==> config.mk <==
export PLATFORM = sky130hd
export DESIGN_NAME = fskds_top
export DESIGN_NICKNAME = d
export VERILOG_FILES = /design/src/common/fskds_pkg.sv /design/src/common/fskds_aud_if.sv /design/src/hdl/fskds_audio_rx.sv /design/src/hdl/fskds_top.sv
export SDC_FILE = /design/constraint.sdc
export NUM_CORES = 1
export LEC_CHECK = 0
export BUFFER_PORTS_ARGS = -buffer_cell sky130_fd_sc_hd__buf_2
export CORE_MARGIN = 3
export CORE_UTILIZATION = 60
export DETAILED_ROUTE_END_ITERATION = 16
export GPL_TIMING_DRIVEN = 0
export PLACE_DENSITY_LB_ADDON = 0.12
export SLEW_MARGIN = 20
export SYNTH_ARGS = -nofsm -noshare
export SYNTH_HDL_FRONTEND = slang
export SYNTH_SLANG_ARGS = --single-unit
==> constraint.sdc <==
create_clock -name clk_sys -period 15.3 [get_ports clk_sys]
set_input_delay 1.53 -clock clk_sys [delete_from_list [all_inputs] [get_ports clk_sys]]
set_output_delay 1.53 -clock clk_sys [all_outputs]
set_load 0.03 [all_outputs]
==> src/common/fskds_pkg.sv <==
// shared constants and types for the fsk deviation selector
package fskds_pkg;
   // ----------------------------------------
   // widths and sizes
   // ----------------------------------------
   localparam int STEP_W   = 16;   // signed deviation step count width
   localparam int NUM_W    = 24;   // fractional numerator width
   localparam int SLOTS    = 8;    // deviation slots per profile
   localparam int IDX_W    = 3;    // slot index width
   localparam int PROFILES = 2;    // frequency profiles
   localparam int LVL_W    = 2;    // symbol level count field width

   // ----------------------------------------
   // reset values
   // ----------------------------------------
   localparam logic [STEP_W-1:0] STEP_RST = 16'h0000;
   localparam logic [NUM_W-1:0]  NUM_RST  = 24'h00_0000;
   localparam logic [IDX_W-1:0]  IDX_RST  = 3'h0;

   // ----------------------------------------
   // source modes, order matches {sel_hi, sel_lo}
   // ----------------------------------------
   typedef enum logic [1:0] {
      FSKDS_PIN,
      FSKDS_INDEX,
      FSKDS_AUDIO,
      FSKDS_FAST
   } fskds_mode_t;
endpackage

==> src/common/fskds_aud_if.sv <==
// carrier for received audio-stream step words
`timescale 1ns/1ps
interface fskds_aud_if;
   logic [fskds_pkg::STEP_W-1:0] word;
   logic                         valid;

   modport src (output word, output valid);
   modport snk (input word, input valid);
endinterface

==> src/hdl/fskds_audio_rx.sv <==
// serial audio stream receiver producing step words
`timescale 1ns/1ps
module fskds_audio_rx (
   input  wire logic   clk_sys,
   input  wire logic   rst,
   input  wire logic   aud_bclk,
   input  wire logic   aud_lrclk,
   input  wire logic   aud_data,
   fskds_aud_if.src    aud
);
   typedef struct packed {
      logic                         armed;
      logic                         bclk_q;
      logic                         lr_q;
      logic [fskds_pkg::STEP_W-1:0] shreg;
      logic [fskds_pkg::STEP_W-1:0] word;
      logic                         valid;
   } fskds_aud_state_t;

   fskds_aud_state_t q_r;
   fskds_aud_state_t q_nxt;

   // shift msb first on bclk rise, frame word on any lrclk change
   // only the last STEP_W bits of a slot survive; longer slots are truncated
   always_comb begin
      q_nxt        = q_r;
      q_nxt.bclk_q = aud_bclk;
      q_nxt.lr_q   = aud_lrclk;
      q_nxt.valid  = 1'b0;
      q_nxt.armed  = 1'b1;
      // first cycle after reset only samples the pins: a pin resting high
      // would otherwise look like an edge against the cleared history
      if (q_r.armed && aud_bclk && !q_r.bclk_q) begin
         q_nxt.shreg = {q_r.shreg[fskds_pkg::STEP_W-2:0], aud_data};
      end
      if (q_r.armed && aud_lrclk != q_r.lr_q) begin
         q_nxt.word  = q_r.shreg;
         q_nxt.valid = 1'b1;
      end
   end

   // state register
   always_ff @(posedge clk_sys or posedge rst) begin
      if (rst) begin
         q_r <= '0;
      end else begin
         q_r <= q_nxt;
      end
   end

   assign aud.word  = q_r.word;
   assign aud.valid = q_r.valid;

   // ----------------------------------------
   // checks
   // ----------------------------------------
   property p_aud_frame;
      @(posedge clk_sys) disable iff (rst)
      (q_r.armed && aud_lrclk != q_r.lr_q)
      |=> (q_r.valid && q_r.word == $past(q_r.shreg));
   endproperty
   a_aud_frame: assert property (p_aud_frame)
      else $error("audio word not framed on lrclk edge");

   property p_aud_shift;
      @(posedge clk_sys) disable iff (rst)
      (q_r.armed && aud_bclk && !q_r.bclk_q) |=> (q_r.shreg[0] == $past(aud_data));
   endproperty
   a_aud_shift: assert property (p_aud_shift)
      else $error("audio bit not shifted on bclk rise");
endmodule

==> src/hdl/fskds_top.sv <==
// fsk deviation selector: slot lookup, direct and streamed step words
`timescale 1ns/1ps
module fskds_top #(
   parameter int STEP_W = fskds_pkg::STEP_W,
   parameter int NUM_W  = fskds_pkg::NUM_W
) (
   input  wire logic                          clk_sys,
   input  wire logic                          rst,
   input  wire logic                          mod_source_sel_hi,
   input  wire logic                          mod_source_sel_lo,
   input  wire logic [fskds_pkg::LVL_W-1:0]   symbol_level_count,
   input  wire logic                          profile_sel,
   input  wire logic                          profile1_modulation_on,
   input  wire logic                          profile2_modulation_on,
   input  wire logic                          slot_wr_en,
   input  wire logic                          slot_wr_profile,
   input  wire logic [fskds_pkg::IDX_W-1:0]   slot_wr_idx,
   input  wire logic [STEP_W-1:0]             slot_wr_data,
   input  wire logic                          index_wr_en,
   input  wire logic [fskds_pkg::IDX_W-1:0]   deviation_index_write,
   input  wire logic                          direct_wr_en,
   input  wire logic [STEP_W-1:0]             direct_step_word,
   input  wire logic [fskds_pkg::IDX_W-1:0]   mod_pins,
   input  wire logic                          aud_bclk,
   input  wire logic                          aud_lrclk,
   input  wire logic                          aud_data,
   input  wire logic [NUM_W-1:0]              nominal_num,
   output logic      [NUM_W-1:0]              frac_num_r,
   output logic      [STEP_W-1:0]             dev_offset_r,
   output logic                               mod_active_r
);
   // ----------------------------------------
   // state
   // ----------------------------------------
   typedef struct packed {
      logic [fskds_pkg::PROFILES-1:0][fskds_pkg::SLOTS-1:0][STEP_W-1:0] slots;
      logic [fskds_pkg::IDX_W-1:0]                                     idx;
      logic [STEP_W-1:0]                                               fast;
      logic [STEP_W-1:0]                                               offset;
      logic [NUM_W-1:0]                                                num;
      logic                                                            active;
   } fskds_state_t;

   fskds_state_t          q_r;
   fskds_state_t          q_nxt;
   fskds_pkg::fskds_mode_t mode;
   logic [fskds_pkg::IDX_W-1:0] lvl_mask;
   logic                  prof_on;
   logic [STEP_W-1:0]     dev_sel;

   fskds_aud_if aud_bus ();

   // ----------------------------------------
   // audio stream receiver
   // ----------------------------------------
   fskds_audio_rx fskds_audio_rx_i (
      .clk_sys   (clk_sys),
      .rst       (rst),
      .aud_bclk  (aud_bclk),
      .aud_lrclk (aud_lrclk),
      .aud_data  (aud_data),
      .aud       (aud_bus.src)
   );

   // ----------------------------------------
   // decode
   // ----------------------------------------
   // mode decode from the two select bits
   // select decode
   assign mode = fskds_pkg::fskds_mode_t'({mod_source_sel_hi, mod_source_sel_lo});
   // level mask: count 2 keeps two index bits, i.e. four levels
   // level masking
   assign lvl_mask = 3'((4'h1 << symbol_level_count) - 4'h1);
   assign prof_on = profile_sel ? profile2_modulation_on : profile1_modulation_on;

   // slot lookup for pin/index, held direct or streamed word otherwise
   // slot lookup
   always_comb begin
      if (mode == fskds_pkg::FSKDS_PIN || mode == fskds_pkg::FSKDS_INDEX) begin
         dev_sel = q_r.slots[profile_sel][q_r.idx];
      end else begin
         dev_sel = q_r.fast;
      end
   end

   // next state: one stage of selection, then numerator sum
   always_comb begin
      q_nxt = q_r;
      if (slot_wr_en) begin
         q_nxt.slots[slot_wr_profile][slot_wr_idx] = slot_wr_data;
      end
      case (mode)
         fskds_pkg::FSKDS_PIN: begin
            q_nxt.idx = mod_pins & lvl_mask;
         end
         fskds_pkg::FSKDS_INDEX: begin
            if (index_wr_en) begin
               q_nxt.idx = deviation_index_write & lvl_mask;
            end
         end
         fskds_pkg::FSKDS_AUDIO: begin
            if (aud_bus.valid) begin
               q_nxt.fast = aud_bus.word;
            end
         end
         fskds_pkg::FSKDS_FAST: begin
            if (direct_wr_en) begin
               q_nxt.fast = direct_step_word;
            end
         end
         default: begin
            q_nxt.idx = q_r.idx;
         end
      endcase
      q_nxt.active = prof_on;
      q_nxt.offset = prof_on ? dev_sel : fskds_pkg::STEP_RST;
      // signed offset sign-extended onto the numerator; wraps modulo 2^NUM_W
      // step equals numerator unit
      q_nxt.num = NUM_W'(nominal_num + {{(NUM_W-STEP_W){q_nxt.offset[STEP_W-1]}}, q_nxt.offset});
   end

   // state register
   always_ff @(posedge clk_sys or posedge rst) begin
      if (rst) begin
         q_r <= '0;
      end else begin
         q_r <= q_nxt;
      end
   end

   // outputs straight from the state flops
   assign frac_num_r   = q_r.num;
   assign dev_offset_r = q_r.offset;
   assign mod_active_r = q_r.active;

   // ----------------------------------------
   // checks
   // ----------------------------------------
   property p_step;
      @(posedge clk_sys) disable iff (rst)
      1'b1 |=> frac_num_r == NUM_W'($past(nominal_num)
               + {{(NUM_W-STEP_W){dev_offset_r[STEP_W-1]}}, dev_offset_r});
   endproperty
   a_step: assert property (p_step)
      else $error("numerator not nominal plus offset");

   property p_neg;
      @(posedge clk_sys) disable iff (rst)
      (nominal_num[NUM_W-1:STEP_W] != '0 && q_nxt.offset[STEP_W-1])
      |=> frac_num_r < $past(nominal_num);
   endproperty
   a_neg: assert property (p_neg)
      else $error("negative offset did not lower numerator");

   property p_slot;
      @(posedge clk_sys) disable iff (rst)
      (prof_on && (mode == fskds_pkg::FSKDS_PIN || mode == fskds_pkg::FSKDS_INDEX))
      |=> dev_offset_r == $past(q_r.slots[profile_sel][q_r.idx]);
   endproperty
   a_slot: assert property (p_slot)
      else $error("slot deviation not applied");

   property p_index;
      @(posedge clk_sys) disable iff (rst)
      (mode == fskds_pkg::FSKDS_INDEX && index_wr_en && symbol_level_count == 2'h3
       && prof_on) ##1 prof_on && mode == fskds_pkg::FSKDS_INDEX && !slot_wr_en
      |=> dev_offset_r == $past(q_r.slots[profile_sel][q_r.idx])
          && $past(q_r.idx) == $past(deviation_index_write, 2);
   endproperty
   a_index: assert property (p_index)
      else $error("index write did not apply slot");

   property p_pins;
      @(posedge clk_sys) disable iff (rst)
      mode == fskds_pkg::FSKDS_PIN |=> q_r.idx == $past(mod_pins & lvl_mask);
   endproperty
   a_pins: assert property (p_pins)
      else $error("pin index not taken");

   property p_four;
      @(posedge clk_sys) disable iff (rst)
      // only cycles that load the index; stale indices in other modes are legal
      (symbol_level_count == 2'h2 && (mode == fskds_pkg::FSKDS_PIN
       || (mode == fskds_pkg::FSKDS_INDEX && index_wr_en))) |=> !q_r.idx[2];
   endproperty
   a_four: assert property (p_four)
      else $error("four-level index exceeds range");

   property p_off;
      @(posedge clk_sys) disable iff (rst)
      !prof_on |=> (!mod_active_r && dev_offset_r == fskds_pkg::STEP_RST);
   endproperty
   a_off: assert property (p_off)
      else $error("deviation applied while profile disabled");

   property p_fast;
      @(posedge clk_sys) disable iff (rst)
      (mode == fskds_pkg::FSKDS_FAST && direct_wr_en)
      ##1 (mode == fskds_pkg::FSKDS_FAST && !direct_wr_en && prof_on)
      |=> dev_offset_r == $past(direct_step_word, 2);
   endproperty
   a_fast: assert property (p_fast)
      else $error("direct step word not applied");

   property p_hold;
      @(posedge clk_sys) disable iff (rst)
      (mode == fskds_pkg::FSKDS_PIN || mode == fskds_pkg::FSKDS_INDEX) |=> $stable(q_r.fast);
   endproperty
   a_hold: assert property (p_hold)
      else $error("direct word changed in slot modes");

   property p_stream;
      @(posedge clk_sys) disable iff (rst)
      (mode == fskds_pkg::FSKDS_AUDIO && aud_bus.valid) |=> q_r.fast == $past(aud_bus.word);
   endproperty
   a_stream: assert property (p_stream)
      else $error("audio word not taken");

   property p_mask;
      @(posedge clk_sys) disable iff (rst)
      mode == fskds_pkg::FSKDS_PIN |=> (q_r.idx & ~$past(lvl_mask)) == '0;
   endproperty
   a_mask: assert property (p_mask)
      else $error("index outside level range");
endmodule

==> run metrics <==
fin. max-slew vios 0; ys async rst share 100%; Initial Utilization 61.8%; Largest stage delay, worst path 0.55 ns; Synth area leaders dfrtp_1 (54%), mux2_2 (19%), mux4_2 (11%), mux2i_1 (2.1%), buf_4 (1.9%); Max VDD drop 106 uV; fin nets 1405; period utilisation layout 37.0%; Power Dens Cells 151 nW/um2; drt wl/cell 22.9 um; Worst Skew 0.0203 ns; most common cell in the netlist dfrtp_1; synthesis-stage register bit count 352; status finished, final reports clean; layout cell share with drive strength beyond 1 45.1%; CP delay by family, top buffers and inverters; CTS tree built; Layout Utilization 70.7%; unrepaired setup endpoints after global routing false; Synth top area share 53.9%; Detailed Place HPWL 25600 um; cell row count 59; GRT overflow 0; P_leak 8.61 nW; Worst EP arrival 6.03 ns; Max-cap violations 0; pre-CTS WS 9.15 ns; CP Capture Type register; Total Wirelength 38100 um; kind of critical path in -> reg; cts hold-fix bufs 0; Clock Pin Slew Worst Setup and Hold Paths 0.06 ns; CP most frequent cell buf_2; GPL Wtd Cong 0.928; DRT Pass-1 Iters 5; post_cts resized 0; Sink Count 352; f_max 176 MHz; synthesized area 16300 um2; crit path max fanout 10; area grow syn2layout 14.4%; Worst Hold Class reg -> reg; TritonCTS buffer count 38; H-tree levels 2; clock latency on the worst-skew pair 0.52 ns; actual slew at the worst max-slew pin 1.04 ns; Total GRT Usage 26.4%; total power 0.00282 W; Final ANT Viol Nets 0; die height 171 um; # DRC 0; number of synthesized flops with an enable pin 0; Clock Root Buffer clkbuf_16; vias in the first global route 10500; setup tns final 0 ns; sum of buffers and inverters on the critical path 4; Synth cell types 52; total core area 26400 um2; syn avg cell area 14.4 um2; PortBufs 120; post-synth top area cell dfrtp_1; Mapped Cells 1137; via count 9962; cells along the critical path buf_2, buf_2, buf_2, mux4_2, mux4_2, mux2i_1, nor2_1, ha_1, inv_1, fa_1, nor2b_4, o31a_4, a2111oi_4, o2bb2ai_2, a41oi_1, o31ai_1, xor2_1; Post-Place Cells 1595; Worst setup SP type input port; fin cells 1663; synth warn 0; setup bufs post-CTS 0; synth cell count leaders dfrtp_1 (352), mux2_2 (274), nand2_1 (80); Final min period 5.67 ns; initial antenna violation count 1; endpoints failing setup 0; Die Wd 171 um; Fill cells 1769; CP Data Required Time 15.67 ns; fin worst setup slack 9.63 ns; Slew Limit Headroom 30.6%; first-pass GRT wire length 58600 um; main flop type after synthesis dfrtp_1; die area 29200 um2; DR vias/cell 5.99; DR iter-0 viols 598; Synth Net Count 1242; clock buffer depth 3; IO Pins 122; slowest CP cell mux4_2; sequential share of the synthesized area 53.9%; Fin. Hold Viols 0; largest net degree at the start of global routing 106
==> stage by stage <==
| stage | hold WS (ns) | cell area (um2) |
|---|---|---|
| after floorplan | 0.433 | 16300 |
| after global placement | 0.456 | 17400 |
| after detailed placement | 0.463 | 17400 |
| after CTS | 0.474 | 18700 |
| after global routing | 0.494 | 18700 |
| final | 0.469 | 18700 |
==> kinds of logic after synthesis <==
logic type                 synth area share, %
other                                   0.0230
and+or+nand+nor                           4.01
xor gates and xnor gates                  1.16
DFF                                       53.9
muxes                                     31.9
buffers and inverters                     3.81
AOI/OAI and AO/OA                         3.32
adders and majority gates                 1.88
==> placed cells by master (no fill, tap or decap), types with 3 or more instances in the layout <==
cell       instances
clkbuf_8           8
xor2_1             5
nand3_1            5
a211oi_1           5
inv_1             12
mux4_2            79
xnor2_1           14
ha_1              23
clkinv_2           5
clkbuf_16         39
nor2b_1            4
a21oi_1           18
nor2_1            40
o21a_1             5
clkbuf_1          52
mux2i_1           34
dfrtp_1          352
mux2_2           274
nand2_1           80
o211ai_1           3
buf_16             3
buf_1              7
buf_2            134
o21ai_0           27
nand2b_1           9
nand3b_1           3
buf_4             41
a21o_1             5
==> sequential cells by signal, summed over array words and instances, names as in the netlist <==
signal / count
mod_active_r: 1
fskds_audio_rx_i.aud.word: 16
frac_num_r: 24
q_r: 275
fskds_audio_rx_i.aud.valid: 1
dev_offset_r: 16
fskds_audio_rx_i.q_r: 19
==> report_power, final <==
part	internal (W)	total, W	switching, W
logic	0.000353	0.000658	0.000305
clock network	0.000542	0.000904	0.000361
registers	0.00115	0.00125	0.000106
total	0.00204	0.00282	0.000773
==> per-layer routing <==
layer / GRT usage, % / vias up / part of all wire (%)
li1: - / 4387 / -
met1: 36.7 / 5194 / 44
met2: 42.7 / 296 / 47
met3: 5.08 / 85 / 5.8
met4: 8.40 / 0 / 3.0
met5: 0 / - / 0
==> worst min-delay path: cells and delay by family (launching register included) <==
| family | cells | cell delay [ns] |
|---|---|---|
| DFF | 1 | 0.34 |
| and+or+nand+nor | 2 | 0.10 |
==> path summary, 6_finish.rpt <==
kind / to / slack [ns] / startpoint / cells past startpoint
max in group asynchronous: q_r[92] / 12.80 / rst / 4
min in group asynchronous: q_r[198] / 1.13 / rst / 2
max reg2reg: frac_num_r[22] / 10.13 / q_r[57] / 17
max: frac_num_r[22] / 9.63 / profile_sel / 17
min: fskds_audio_rx_i.aud.word[15] / 0.47 / fskds_audio_rx_i.q_r[32] / 2
min reg2reg: fskds_audio_rx_i.aud.word[15] / 0.47 / fskds_audio_rx_i.q_r[32] / 2
==> area by class of cell <==
| type | instances | area (um2) | share of cell area [%] |
|---|---|---|---|
| plain buffers | 105 | 567 | 3.03 |
| flip-flops and latches | 352 | 8810 | 47.1 |
| diodes | 1 | 2.50 | 0.0134 |
| repair buffers | 123 | 683 | 3.66 |
| multi-input cells | 665 | 6900 | 37.0 |
| inverters | 15 | 63.8 | 0.342 |
| clock buffers | 57 | 1120 | 6.01 |
| well taps | 335 | 419 | 2.24 |
| clock inverters | 10 | 113 | 0.603 |
No activity file was read; power rests on OpenSTA's default activity.
